$ cat src/include/cpsc_pkg.sv
// Package of the clock prescaler and sleep controller: offsets, fields,
// reset values, timing counts, state codes and carrier structs.
// Assumes one 20 MHz source clock; all counts are in cycles of it.
package cpsc_pkg;

    ////////////////////////////////////////////////////////////////////////
    // Register offsets on the plain register port
    localparam logic [3:0] CLKDIV_OFFSET = 4'h0;
    localparam logic [3:0] SLEEP_OFFSET  = 4'h1;

    ////////////////////////////////////////////////////////////////////////
    // Field positions
    localparam int UNLOCK_BIT   = 7;
    localparam int CODE_LSB     = 0;
    localparam int CODE_W       = 4;
    localparam int SLEEP_EN_BIT = 0;
    localparam int MODE_LSB     = 1;
    localparam int MODE_W       = 3;

    ////////////////////////////////////////////////////////////////////////
    // Values and reset values
    localparam logic [7:0] UNLOCK_PATTERN   = 8'h80;
    localparam logic [3:0] CODE_RESET_PLAIN = 4'h0;
    localparam logic [3:0] CODE_RESET_DIV8  = 4'h3;
    localparam logic [3:0] CODE_MAX         = 4'h8;
    localparam logic [7:0] SLEEP_REG_RESET  = 8'h00;
    localparam logic [2:0] MODE_IDLE        = 3'h0;
    localparam logic [2:0] MODE_ADCNR       = 3'h1;
    localparam logic [2:0] MODE_PDOWN       = 3'h2;
    localparam logic [2:0] MODE_STANDBY     = 3'h6;

    ////////////////////////////////////////////////////////////////////////
    // Timing counts, in source clock cycles
    localparam int UNLOCK_WINDOW_CYC = 4;
    localparam int WAKE_HALT_CYC     = 4;
    localparam int STANDBY_WAKE_CYC  = 6;
    localparam int PDOWN_STARTUP_CYC = 1024;
    localparam int FUSE_SETTLE_CYC   = 2;

    ////////////////////////////////////////////////////////////////////////
    // Sleep sequencer states, one-hot
    typedef enum logic [3:0] {
        ST_RUN   = 4'b0001,
        ST_SLEEP = 4'b0010,
        ST_START = 4'b0100,
        ST_HALT  = 4'b1000
    } cpsc_state_type;

    // Clock domain enables
    typedef struct packed {
        logic cpu;
        logic flash;
        logic io;
        logic adc;
    } cpsc_clken_type;

    // Enabled interrupt requests from the peripherals
    typedef struct packed {
        logic timerIrq;
        logic serialIrq;
        logic adcDoneIrq;
        logic memReadyIrq;
        logic watchdogIrq;
        logic pscIrq;
        logic otherIrq;
    } cpsc_irq_type;

endpackage

$ cat src/hw/cpsc_sync.sv
// Two-flop synchroniser for levels arriving from pins.
// Assumes the inputs are quasi-static compared to the source clock.
`timescale 1ns/1ps
module cpsc_sync #(
    parameter int WIDTH = 5
) (
    // Clock and reset
    input  wire logic             clk,
    input  wire logic             rst,
    // Levels
    input  wire logic [WIDTH-1:0] asyncIn,
    output logic      [WIDTH-1:0] syncOut
);

    logic [WIDTH-1:0] stage1_r;

    ////////////////////////////////////////////////////////////////////////
    // First stage is read only by the second
    always_ff @(posedge clk or posedge rst) begin
        if (rst) begin
            stage1_r <= '0;
            syncOut  <= '0;
        end else begin
            stage1_r <= asyncIn;
            syncOut  <= stage1_r;
        end
    end

endmodule // cpsc_sync

$ cat src/hw/cpsc_clock_sleep.sv
// Clock prescaler with protected divider change, and sleep mode sequencer.
// Runs on the undivided source clock; emits per-domain clock enables.
// Assumes the core drives the register port and the sleep instruction pulse.
//
// Behaviour
// RULE1: CPU, flash, I/O and ADC enables tick at the selected division.
// RULE2: Divider change never yields a glitch or a faster intermediate rate.
// RULE3: New rate starts after one old period then one new period, two edges.
// RULE4: Unlock bit sets only when written 1 with all other bits zero.
// RULE5: Software writes the new code within four cycles of unlocking.
// RULE6: Unlock clears four cycles after setting or on a code write.
// RULE7: Rewriting unlock while it runs neither restarts nor clears it.
// RULE8: Software keeps interrupts off across the two-write change.
// RULE9: Code n divides by two to the n, up to 256; above eight reserved.
// RULE10: Reset code is three with startup fuse programmed, else zero.
// RULE11: Any code is accepted through the unlock sequence, fuse regardless.
// RULE12: Sleep entered only on sleep instruction with sleep enable set.
// RULE13: Mode 000 Idle, 001 ADC noise, 010 power-down, 110 standby.
// RULE14: Wake halts four cycles plus startup, then interrupt, then resume.
// RULE15: Register file and SRAM stay unchanged across sleep and wake.
// RULE16: Reset during sleep wakes the device to the reset vector.
// RULE17: Software sets sleep enable just before sleeping, clears after.
// RULE18: Idle stops only CPU and flash clocks; I/O and ADC keep running.
// RULE19: Idle wakes on any enabled internal or external interrupt.
// RULE20: Entering Idle or ADC noise mode with ADC on starts a conversion.
// RULE21: ADC noise mode stops I/O, CPU and flash clocks; ADC runs.
// RULE22: ADC noise mode wakes only on its listed sources.
// RULE23: Power-down halts every clock and the oscillator.
// RULE24: Standby is power-down with oscillator running, wake in six cycles; pscIrq wakes power-down here but not standby.
// RULE25: Startup fuse sampled after reset before the core gets clocks.
//
// Design decisions made here: strobed register access, the placing of the registers, reserved codes and modes, and the pscIrq wake sources.
`timescale 1ns/1ps
module cpsc_clock_sleep (
    // Clock and reset
    input  wire logic                    clk,
    input  wire logic                    rst,
    // Register port
    input  wire logic [3:0]              regAddr,
    input  wire logic [7:0]              regWdata,
    input  wire logic                    regWr,
    input  wire logic                    regRd,
    output logic      [7:0]              regRdata_r,
    // Strap and pins
    input  wire logic                    startupDivideFuse,
    input  wire logic [3:0]              externalInterruptPins,
    // Core side
    input  wire logic                    sleepInstr,
    input  wire logic                    adcEnabled,
    input  wire cpsc_pkg::cpsc_irq_type  irqReq,
    // Clock control outputs
    output cpsc_pkg::cpsc_clken_type     clkEn_r,
    output logic                         oscRun_r,
    output logic                         coreAsleep_r,
    output logic                         resumeIrq_r,
    output logic                         adcAutoStart_r
);

    ////////////////////////////////////////////////////////////////////////
    // Declarations
    logic [4:0]               syncIn;
    logic [4:0]               syncOut;
    logic                     fuseSync;
    logic [3:0]               extLevel;
    logic [1:0]               bootCnt_r;
    logic                     booted_r;
    logic [3:0]               code_r;
    logic [3:0]               activeCode_r;
    logic                     switchPend_r;
    logic                     unlock_r;
    logic [2:0]               unlockCnt_r;
    logic [7:0]               divCnt_r;
    logic [3:0]               effCode;
    logic [7:0]               divLimit;
    logic                     divTick;
    logic                     wrDiv;
    logic                     wrSleep;
    logic                     unlockReq;
    logic                     codeWrite;
    logic [2:0]               mode_r;
    logic                     sleepEn_r;
    logic                     modeLegal;
    logic                     goSleep;
    logic [2:0]               sleepMode_r;
    logic                     wakeHit;
    logic [10:0]              waitCnt_r;
    cpsc_pkg::cpsc_state_type state_r;
    cpsc_pkg::cpsc_state_type state_nxt;
    cpsc_pkg::cpsc_clken_type gate;

    ////////////////////////////////////////////////////////////////////////
    // Pin synchronisation: fuse strap and external level interrupts
    assign syncIn   = {startupDivideFuse, externalInterruptPins};
    assign fuseSync = syncOut[4];
    assign extLevel = syncOut[3:0];

    cpsc_sync #(
        .WIDTH   (5)
    ) u_sync (
        .clk     (clk),
        .rst     (rst),
        .asyncIn (syncIn),
        .syncOut (syncOut)
    );

    ////////////////////////////////////////////////////////////////////////
    // Boot: wait for the synchronised strap before clocking the core
    always_ff @(posedge clk or posedge rst) begin
        if (rst) begin
            bootCnt_r <= 2'h0;
            booted_r  <= 1'b0;
        end else if (!booted_r) begin
            if (bootCnt_r == 2'(cpsc_pkg::FUSE_SETTLE_CYC)) begin
                booted_r <= 1'b1; // [RULE25]
            end else begin
                bootCnt_r <= bootCnt_r + 2'h1;
            end
        end
    end

    ////////////////////////////////////////////////////////////////////////
    // Register strobe decode
    assign wrDiv     = regWr && (regAddr == cpsc_pkg::CLKDIV_OFFSET);
    assign wrSleep   = regWr && (regAddr == cpsc_pkg::SLEEP_OFFSET);
    assign unlockReq = wrDiv && (regWdata == cpsc_pkg::UNLOCK_PATTERN); // [RULE4]
    // Code write only inside the unlock window and with unlock written zero
    assign codeWrite = wrDiv && unlock_r && !regWdata[cpsc_pkg::UNLOCK_BIT]; // [RULE11]

    ////////////////////////////////////////////////////////////////////////
    // Unlock bit and its four-cycle window
    always_ff @(posedge clk or posedge rst) begin
        if (rst) begin
            unlock_r    <= 1'b0;
            unlockCnt_r <= 3'h0;
        end else if (codeWrite) begin
            unlock_r <= 1'b0; // [RULE6]
        end else if (unlockReq && !unlock_r) begin
            unlock_r    <= 1'b1; // [RULE4]
            unlockCnt_r <= 3'(cpsc_pkg::UNLOCK_WINDOW_CYC - 1);
        end else if (unlock_r) begin
            // A repeated unlock write lands here: no restart, no clear [RULE7]
            if (unlockCnt_r == 3'h0) begin
                unlock_r <= 1'b0; // [RULE6]
            end else begin
                unlockCnt_r <= unlockCnt_r - 3'h1;
            end
        end
    end

    ////////////////////////////////////////////////////////////////////////
    // Divider code: strap load at boot, protected write, deferred switch
    always_ff @(posedge clk or posedge rst) begin
        if (rst) begin
            code_r       <= cpsc_pkg::CODE_RESET_PLAIN;
            activeCode_r <= cpsc_pkg::CODE_RESET_PLAIN;
            switchPend_r <= 1'b0;
        end else if (!booted_r) begin
            // Strap is caught after release, never under the reset itself
            if (bootCnt_r == 2'(cpsc_pkg::FUSE_SETTLE_CYC)) begin
                code_r       <= fuseSync ? cpsc_pkg::CODE_RESET_DIV8
                                         : cpsc_pkg::CODE_RESET_PLAIN; // [RULE10]
                activeCode_r <= fuseSync ? cpsc_pkg::CODE_RESET_DIV8
                                         : cpsc_pkg::CODE_RESET_PLAIN; // [RULE25]
            end
        end else begin
            if (codeWrite) begin
                code_r <= regWdata[cpsc_pkg::CODE_LSB +: cpsc_pkg::CODE_W]; // [RULE11]
            end
            // Switch only on an old-rate tick so no short period appears
            if (divTick && switchPend_r) begin
                activeCode_r <= code_r; // [RULE2]
            end
            if (codeWrite) begin
                switchPend_r <= 1'b1;
            end else if (divTick) begin
                switchPend_r <= 1'b0; // [RULE3]
            end
        end
    end

    ////////////////////////////////////////////////////////////////////////
    // Division factor: reserved codes saturate at the largest factor
    assign effCode  = (activeCode_r > cpsc_pkg::CODE_MAX) ? cpsc_pkg::CODE_MAX
                                                          : activeCode_r;
    assign divLimit = 8'((16'h1 << effCode) - 16'h1); // [RULE9]
    assign divTick  = (divCnt_r == divLimit);

    // Phase counter restarts on every tick, so the first new period is whole
    always_ff @(posedge clk or posedge rst) begin
        if (rst) begin
            divCnt_r <= 8'h00;
        end else if (divTick) begin
            divCnt_r <= 8'h00; // [RULE3]
        end else begin
            divCnt_r <= divCnt_r + 8'h01;
        end
    end

    ////////////////////////////////////////////////////////////////////////
    // Sleep mode control register
    always_ff @(posedge clk or posedge rst) begin
        if (rst) begin
            mode_r    <= cpsc_pkg::SLEEP_REG_RESET[cpsc_pkg::MODE_LSB +: cpsc_pkg::MODE_W];
            sleepEn_r <= cpsc_pkg::SLEEP_REG_RESET[cpsc_pkg::SLEEP_EN_BIT];
        end else if (wrSleep) begin
            mode_r    <= regWdata[cpsc_pkg::MODE_LSB +: cpsc_pkg::MODE_W];
            sleepEn_r <= regWdata[cpsc_pkg::SLEEP_EN_BIT];
        end
    end

    ////////////////////////////////////////////////////////////////////////
    // Read data, valid only in the cycle after the read strobe
    always_ff @(posedge clk or posedge rst) begin
        if (rst) begin
            regRdata_r <= 8'h00;
        end else if (regRd && regAddr == cpsc_pkg::CLKDIV_OFFSET) begin
            regRdata_r <= {unlock_r, 3'h0, code_r};
        end else if (regRd && regAddr == cpsc_pkg::SLEEP_OFFSET) begin
            regRdata_r <= {4'h0, mode_r, sleepEn_r};
        end else begin
            regRdata_r <= 8'h00;
        end
    end

    ////////////////////////////////////////////////////////////////////////
    // Sleep entry: reserved mode codes are ignored rather than guessed at
    assign modeLegal = (mode_r == cpsc_pkg::MODE_IDLE)
                    || (mode_r == cpsc_pkg::MODE_ADCNR)
                    || (mode_r == cpsc_pkg::MODE_PDOWN)
                    || (mode_r == cpsc_pkg::MODE_STANDBY); // [RULE13]
    assign goSleep   = (state_r == cpsc_pkg::ST_RUN) && booted_r && sleepInstr
                    && sleepEn_r && modeLegal; // [RULE12]

    // Wake sources per mode; pin interrupts count as level only
    always_comb begin
        wakeHit = 1'b0;
        unique case (sleepMode_r)
            cpsc_pkg::MODE_IDLE: begin
                wakeHit = (|irqReq) || (|extLevel); // [RULE19]
            end
            cpsc_pkg::MODE_ADCNR: begin
                wakeHit = irqReq.adcDoneIrq || irqReq.timerIrq
                       || irqReq.memReadyIrq || irqReq.watchdogIrq
                       || irqReq.pscIrq || (|extLevel); // [RULE22]
            end
            cpsc_pkg::MODE_PDOWN: begin
                wakeHit = irqReq.watchdogIrq || irqReq.pscIrq
                       || (|extLevel); // [RULE23]
            end
            default: begin
                // Standby: no peripheral clock, so only pins and watchdog
                wakeHit = irqReq.watchdogIrq || (|extLevel); // [RULE24]
            end
        endcase
    end

    ////////////////////////////////////////////////////////////////////////
    // Sequencer next state
    always_comb begin
        state_nxt = state_r;
        unique case (state_r)
            cpsc_pkg::ST_RUN: begin
                if (goSleep) begin
                    state_nxt = cpsc_pkg::ST_SLEEP;
                end
            end
            cpsc_pkg::ST_SLEEP: begin
                if (wakeHit) begin
                    state_nxt = cpsc_pkg::ST_START;
                end
            end
            cpsc_pkg::ST_START: begin
                if (waitCnt_r == 11'h000) begin
                    state_nxt = cpsc_pkg::ST_HALT;
                end
            end
            cpsc_pkg::ST_HALT: begin
                if (waitCnt_r == 11'h000) begin
                    state_nxt = cpsc_pkg::ST_RUN;
                end
            end
            default: begin
                state_nxt = cpsc_pkg::ST_RUN;
            end
        endcase
    end

    // Reset from any state returns the core to the reset vector
    always_ff @(posedge clk or posedge rst) begin
        if (rst) begin
            state_r <= cpsc_pkg::ST_RUN; // [RULE16]
        end else begin
            state_r <= state_nxt;
        end
    end

    ////////////////////////////////////////////////////////////////////////
    // Latched mode and wake wait counter
    always_ff @(posedge clk or posedge rst) begin
        if (rst) begin
            sleepMode_r <= cpsc_pkg::MODE_IDLE;
            waitCnt_r   <= 11'h000;
        end else if (goSleep) begin
            sleepMode_r <= mode_r;
        end else if (state_r == cpsc_pkg::ST_SLEEP && wakeHit) begin
            // Oscillator restart time depends on what was stopped
            if (sleepMode_r == cpsc_pkg::MODE_PDOWN) begin
                waitCnt_r <= 11'(cpsc_pkg::PDOWN_STARTUP_CYC - 1); // [RULE23]
            end else if (sleepMode_r == cpsc_pkg::MODE_STANDBY) begin
                waitCnt_r <= 11'(cpsc_pkg::STANDBY_WAKE_CYC - 1); // [RULE24]
            end else begin
                waitCnt_r <= 11'h000;
            end
        end else if (state_r == cpsc_pkg::ST_START && waitCnt_r == 11'h000) begin
            waitCnt_r <= 11'(cpsc_pkg::WAKE_HALT_CYC - 1); // [RULE14]
        end else if (waitCnt_r != 11'h000) begin
            waitCnt_r <= waitCnt_r - 11'h001;
        end
    end

    ////////////////////////////////////////////////////////////////////////
    // Domain gating per state and mode
    always_comb begin
        gate = '0;
        unique case (state_r)
            cpsc_pkg::ST_RUN: begin
                gate = booted_r ? 4'hf : 4'h0; // [RULE25]
            end
            cpsc_pkg::ST_HALT: begin
                gate.io  = 1'b1;
                gate.adc = 1'b1;
            end
            default: begin
                if (sleepMode_r == cpsc_pkg::MODE_IDLE) begin
                    gate.io  = 1'b1; // [RULE18]
                    gate.adc = 1'b1;
                end else if (sleepMode_r == cpsc_pkg::MODE_ADCNR) begin
                    gate.adc = 1'b1; // [RULE21]
                end
            end
        endcase
    end

    // Enables pulse on each divided tick; gating only drops whole pulses
    always_ff @(posedge clk or posedge rst) begin
        if (rst) begin
            clkEn_r <= '0;
        end else begin
            clkEn_r <= divTick ? gate : '0; // [RULE1]
        end
    end

    ////////////////////////////////////////////////////////////////////////
    // Status outputs to the core and the oscillator
    always_ff @(posedge clk or posedge rst) begin
        if (rst) begin
            oscRun_r       <= 1'b1;
            coreAsleep_r   <= 1'b0;
            resumeIrq_r    <= 1'b0;
            adcAutoStart_r <= 1'b0;
        end else begin
            oscRun_r       <= !(state_r == cpsc_pkg::ST_SLEEP
                                && sleepMode_r == cpsc_pkg::MODE_PDOWN); // [RULE23]
            // Only clocks stop, so storage is held, never cleared [RULE15]
            coreAsleep_r   <= (state_nxt != cpsc_pkg::ST_RUN);
            resumeIrq_r    <= (state_r == cpsc_pkg::ST_HALT)
                              && (state_nxt == cpsc_pkg::ST_RUN); // [RULE14]
            adcAutoStart_r <= goSleep && adcEnabled
                              && (mode_r == cpsc_pkg::MODE_IDLE
                                  || mode_r == cpsc_pkg::MODE_ADCNR); // [RULE20]
        end
    end

endmodule // cpsc_clock_sleep

$ cat config.mk
export PLATFORM = sky130hd
export DESIGN_NAME = cpsc_clock_sleep
export DESIGN_NICKNAME = d
export VERILOG_FILES = /design/src/include/cpsc_pkg.sv /design/src/hw/cpsc_sync.sv /design/src/hw/cpsc_clock_sleep.sv
export SDC_FILE = /design/constraint.sdc
export NUM_CORES = 1
export LEC_CHECK = 0
export ABC_AREA = 1
export BUFFER_PORTS_ARGS = -buffer_cell sky130_fd_sc_hd__buf_2
export CAP_MARGIN = 20
export CELL_PAD_IN_SITES_DETAIL_PLACEMENT = 1
export CELL_PAD_IN_SITES_GLOBAL_PLACEMENT = 1
export CORE_MARGIN = 1.5
export CORE_UTILIZATION = 35
export CTS_BUF_LIST = sky130_fd_sc_hd__clkbuf_4
export CTS_CLUSTER_SIZE = 20
export DETAILED_ROUTE_END_ITERATION = 10
export HOLD_SLACK_MARGIN = 0.03
export PLACE_DENSITY = 0.71
export REMOVE_ABC_BUFFERS = 1
export SKIP_CTS_REPAIR_TIMING = 1
export SLEW_MARGIN = 20
export SYNTH_ARGS = -nofsm -noshare
export SYNTH_HDL_FRONTEND = slang
export SYNTH_SLANG_ARGS = --single-unit
$ cat constraint.sdc
create_clock -name clk -period 3.8 [get_ports clk]
set_input_delay 0.76 -clock clk [delete_from_list [all_inputs] [get_ports clk]]
set_output_delay 0.76 -clock clk [all_outputs]
set_load 0.005 [all_outputs]
# Word-level counts from Yosys, hierarchy flattened
# Index checks and enable logic that the tools add are counted.
[totals]
register_bits = 72
mem_count = 0
latchBits = 0
inputBits = 30
mem_bits_ro = 0
mem_bits_rw = 0
output_inout_bits = 16
[op_classes]
n_mul = 0
n_lt_le_gt_ge = 1
n_reduce_logical = 52
n_eq_ne = 19
add_sub_neg = 5
n_bitwise = 4
muxes = 39
shift = 1
n_div = 0
[op_table]
columns = ["operator", "n"]
rows = [
  ["4-bit 2-to-1 mux", 13],
  ["11-bit 2-to-1 mux", 3],
  ["1-bit logical AND", 19],
  ["8-bit 2-to-1 mux", 2],
  ["4-bit one-hot mux with 4 select lines", 1],
  ["4-bit by 1-bit equality test with 1-bit output, second input constant", 3],
  ["1-bit logical OR", 12],
  ["3-bit 2-to-1 mux", 4],
  ["11-bit zero test", 1],
  ["1-bit 2-to-1 mux", 11],
  ["11-bit nonzero test", 1],
  ["11-bit by 1-bit subtractor with 11-bit output, second input constant", 1],
  ["10-bit 2-to-1 mux", 1],
  ["2-bit AND reduction", 5],
  ["3-bit zero test", 3],
  ["8-bit by 1-bit adder with 8-bit output, second input constant", 1],
  ["8-bit equality test", 1],
  ["8-bit equality test, second input constant", 1],
  ["1-bit by 4-bit << shifter with 8-bit output, first input constant", 1],
  ["8-bit by 1-bit subtractor with 8-bit output, second input constant", 1],
  ["7-bit OR reduction", 1],
  ["3-bit by 1-bit equality test with 1-bit output, second input constant", 2],
  ["3-bit by 2-bit equality test with 1-bit output, second input constant", 2],
  ["3-bit equality test, second input constant", 2],
  ["other kinds (20)", 29],
]

# Logic depth before layout (Yosys ltp)
[depth]
depth_word = 10
depth_mapped = 15

# Hierarchy
# From an unflattened synthesis, not the netlist that was laid out.
[unflattened]
hier_cells = 423
area_unflattened_um2 = 3445.8
[modules_own_cells]
columns = ["mod", "instances", "cells_each", "seq_area_each_um2", "area_per_inst_um2"]
rows = [
  ["cpsc_clock_sleep", 1, 412, 1453.9, 3191.8],
  ["cpsc_sync", 1, 11, 250.2, 254.0],
]

# Worst setup path before layout
# Ideal clock, no wire load.
[synth_timing]
path_kind = "in2reg"
start = "in irqReq[0] (netlist bit)"
end = "reg waitCnt_r[9]"
path_slack_ns = 1.876
required_time_ns = 3.677
cell_stages = 11
arrival_ns = 1.801
path_cell_list = "o21ai_0 -> nand3_1 -> nand2_1 -> nand2_1 -> nand2_2 -> nand3b_1 -> nand2_2 -> inv_2 -> buf_6 -> o21ai_0 -> nand2_1"
[synth_between]
elab_chain_len = 6
elab_cells_between_ends = 7
cone_classes = "2 x mux; 5 x reduce/logical"
[synth_lines]
columns = ["element", "line_no", "source"]
rows = [
  ["from (decl)", "cpsc_clock_sleep.sv:50", "input wire cpsc_pkg::cpsc_irq_type irqReq,"],
  ["7-bit OR reduction *", "cpsc_clock_sleep.sv:239", "wakeHit = (|irqReq) || (|extLevel);"],
  ["1-bit logical OR *", "cpsc_clock_sleep.sv:239", ""],
  ["1-bit one-hot mux with 3 select lines *", "cpsc_clock_sleep.sv:237", "unique case (sleepMode_r)"],
  ["1-bit logical AND *", "cpsc_clock_sleep.sv:305", "end else if (state_r == cpsc_pkg::ST_SLEEP && wakeHit) begin"],
  ["3-bit nonzero test (no line)", "n/a", ""],
  ["2-bit AND reduction (no line)", "n/a", ""],
  ["to (signal assigned)", "cpsc_clock_sleep.sv:308", "waitCnt_r <= 11'(cpsc_pkg::PDOWN_STARTUP_CYC - 1);"],
  ["to (signal assigned)", "cpsc_clock_sleep.sv:310", "waitCnt_r <= 11'(cpsc_pkg::STANDBY_WAKE_CYC - 1);"],
  ["to (signal assigned)", "cpsc_clock_sleep.sv:315", "waitCnt_r <= 11'(cpsc_pkg::WAKE_HALT_CYC - 1);"],
  ["to (decl)", "cpsc_clock_sleep.sv:86", "logic [10:0] waitCnt_r;"],
]
# Every way passes the cells marked *; elsewhere a longest branch is shown, timed or not.
# A chain may end at the register's enable or synchronous reset.

# Worst setup path after layout
[layout_timing]
start = "reg activeCode_r[3]"
end = "reg activeCode_r[3]"
[layout_between]
elab_chain_len = 8
[layout_lines]
columns = ["element", "line_no", "source"]
rows = [
  ["from (decl)", "cpsc_clock_sleep.sv:68", "logic [3:0] activeCode_r;"],
  ["from (signal assigned)", "cpsc_clock_sleep.sv:155", "activeCode_r <= cpsc_pkg::CODE_RESET_PLAIN;"],
  ["from (signal assigned)", "cpsc_clock_sleep.sv:162", "activeCode_r <= fuseSync ? cpsc_pkg::CODE_RESET_DIV8"],
  ["from (signal assigned)", "cpsc_clock_sleep.sv:171", "activeCode_r <= code_r;"],
  ["4-bit greater-than comparator", "cpsc_clock_sleep.sv:183", "assign effCode = (activeCode_r > cpsc_pkg::CODE_MAX) ? cpsc_pkg::CODE_MAX"],
  ["4-bit 2-to-1 mux *", "cpsc_clock_sleep.sv:183", ""],
  ["1-bit by 4-bit << shifter with 8-bit output *", "cpsc_clock_sleep.sv:185", "assign divLimit = 8'((16'h1 << effCode) - 16'h1);"],
  ["8-bit by 1-bit subtractor with 8-bit output *", "cpsc_clock_sleep.sv:185", ""],
  ["8-bit equality test *", "cpsc_clock_sleep.sv:186", "assign divTick = (divCnt_r == divLimit);"],
  ["1-bit logical AND *", "cpsc_clock_sleep.sv:170", "if (divTick && switchPend_r) begin"],
  ["2-bit by 1-bit inequality test with 1-bit output (no line) *", "n/a", ""],
  ["2-bit AND reduction (no line) *", "n/a", ""],
]
# Marks and branches as above.

==> impl_results.md <==
- Clock latency on the worst-skew pair: 0.42 ns
- Startpoint class of the critical path: flop
- Setup WS post-layout: 1.395 ns
- Multi-input logic area: 1313 sq um
- Crit Path Category: flop to flop
- Routed wire length: 7.764 mm
- Setup violation total in the final timing report: 0
- IO Pins: 46
- Synthesized area: 3314 sq um
- Fmax: 415.9 MHz
- Core Box Area: 9196 sq um
- DRC: 0
- Clk buf depth: 2
- Clk_skew: 0.01332 ns
- Post-route ant nets: 0
- Avg WL per Cell: 13.60 um
- LEAKAGE: 0.002014 uW
- Yosys top cell by area: dfrtp_1
- CP Data Required Time: 4.16 ns
- Period utilization: 63.28%
- Die Y: 100.3 um
- Hold WS: 0.3089 ns
- FILL cells: 1,153
- EDFF count, synth: 0
- Psw: 1033 uW
- Drt first pass iters: 4
- Critical path data arrival time: 2.76 ns
- DIE AREA: 10,060 sq um
- DRT iter0 DRCs: 83
- RSZ-0062 raised after global routing: no
- Clk sink count: 68
- Total CTS buffers: 9
- Sum Neg Setup Slack: 0 ns
- Top cells by area, synth: dfrtp_1, nand2_1, inv_1
- Initial core utilization: 36.04%
- Share of layout cells above drive strength 1: 17.39%
- Main synth FF type: dfrtp_1
- Mapped Cells: 404
- Ys async rst share: 100.0%
- Largest net degree at the start of global routing: 33
- #FFs+latches synth: 68
- Reg power frac: 41.7%
- Maximum vdd drop: 0.0002249 V
- Die width: 100.3 um
- Place WS: 1.427 ns
- Via/cell ratio: 4.823
- # diodes: 0
- Pint: 1543 uW
- P per Cell Area: 675.6 nW/um^2
- First-pass GRT wire length: 13.36 mm
- DP HPWL: 5.877 mm
- Final nets: 491
- Placed Instance Area: 3640 sq um
- Max-cap violations: 0
- Synth warn: 0
- Comb power frac: 35.8%
- Register area: 1704 sq um
- Vias in the first global route: 2,793
- Status: finished, final reports clean
- Cell variety after synth: 30
- Hold Violations, Final: 0
- Mean post-synth cell area: 8.204 sq um
- Synth top area share: 49.83%
- Min Tclk post-route: 2.405 ns
- CP endpoint kind: flop
- Clk pwr share: 22.4%
- Port buffer count: 42
- CTS clk-pin slew, worst paths: 0.14 ns
- H-tree levels: 3
- Synth-to-Final Area Change: 15.02%
- Sequential area share after synthesis: 51.42%
- Sw frac: 40.09%
- # rows: 35
- GR Overflow Total: 0
- Finished Cell Area: 3812 sq um
- GPL Wtd Cong: 0.8237
- Antenna violations before repair: 0
- Hold Crit Class: primary input to asynchronous set/reset pin
- Root Buffer: clkbuf_4
- Max-slew violations: 0
- Worst-path fanout max: 13
- GRT Total Usage: 17.13%
- CTS tree: done
- DR vias: 2,754
## registers in the layout, indices dropped and copies added, names as in the netlist, 4 cells and up
register,flops
activeCode_r,4
code_r,4
divCnt_r,8
regRdata_r,5
state_r,4
u_sync.stage1_r,5
u_sync.syncOut,5
waitCnt_r,11
## per-stage QoR
step / utilization [%] / cells / power, uW
floorplan: - / 400 / 1764
global placement: 39.58 / 555 / 1976
detailed placement: 39.58 / 555 / 2023
CTS: 41.46 / 571 / 2613
global route: 41.46 / 571 / 2826
finish: 41.46 / 571 / 2576
## cells by family (layout without fill, tap and decap cells)
family	count (synthesis)	count (layout)	share of synthesized area (%)
AND/OR/NAND/NOR	185	185	24.50
AO/OA/AOI/OAI	60	60	10.12
buffers and inverters	75	129	9.211
flip-flops	68	68	51.42
other	1	3	0.1131
adder cells (fa/ha/maj)	6	6	2.265
XOR/XNOR	9	9	2.378
## cell usage after synthesis, types with 3 or more instances
cell	instances
o22ai_1	7
ha_1	6
a21oi_1	9
nor3_1	8
o21ai_2	4
nand2_1	84
o21ai_0	33
inv_2	4
a31oi_1	4
nand3_1	30
inv_1	65
xor2_1	7
dfrtp_1	66
nor2_1	42
buf_4	4
nand4_1	10
nand3b_1	3
## path summary, 6_finish.rpt
check | startpoint | slack (ns) | to | cells past startpoint
max | activeCode_r[3] | 1.40 | activeCode_r[3] | 15
min | rst | 0.31 | mode_r[1] | 2
max reg2reg | activeCode_r[3] | 1.40 | activeCode_r[3] | 15
min reg2reg | u_sync.stage1_r[0] | 0.36 | u_sync.syncOut[0] | 0
max in group asynchronous | rst | 2.71 | divCnt_r[6] | 3
min in group clk | u_sync.stage1_r[0] | 0.36 | u_sync.syncOut[0] | 0
## layout by cell type (no fill, tap or decap), types with 7 or more instances in the layout
| master | n |
|---|---|
| nand2_1 | 84 |
| dfrtp_1 | 66 |
| inv_1 | 64 |
| nor2_1 | 42 |
| buf_2 | 42 |
| o21ai_0 | 33 |
| nand3_1 | 30 |
| nand4_1 | 10 |
| a21oi_1 | 9 |
| clkbuf_4 | 9 |
| nor3_1 | 8 |
| xor2_1 | 7 |
| o22ai_1 | 7 |
## per-layer routing
layer,share of wire [%],GRT usage [%],wire [um],up-vias
met3,3.2,3.343,250,9
li1,-,-,-,1388
met4,1.4,6.717,110,0
met5,0,0,0,-
met2,48,28.36,3727,38
met1,47,22.15,3675,1319
## cell type report
class                      count  share of cell area (%)
sequential                    68                   44.70
multi-input combinational    263                   34.43
timing repair buffer          44                   5.907
clock inverter                 7                   2.757
clock buffer                   9                   1.772
inverter                      69                   6.794
tap                          111                   3.643
## power by group through the flow
stage | Sequential [uW] | Combinational (uW) | Clock [uW]
global placement | 1090 | 890 | 0
finish | 1080 | 923 | 578
floorplan | 1040 | 719 | 0
CTS | 1080 | 940 | 595
detailed placement | 1090 | 931 | 0
global route | 1110 | 1090 | 623
## critical path, stage by stage (launching register included)
cell	delay (ns)
dfrtp_1	0.44
nor2_1	0.20
nand2_1	0.11
ha_1	0.32
inv_1	0.04
nand2_1	0.05
nand2_1	0.05
nor2_1	0.08
nand2_1	0.05
nor2_1	0.08
nand3_1	0.08
nor2_1	0.16
nand2_1	0.31
nor2_1	0.23
nand3_1	0.09
nand2_1	0.07
(Power assumes the default switching activity.)
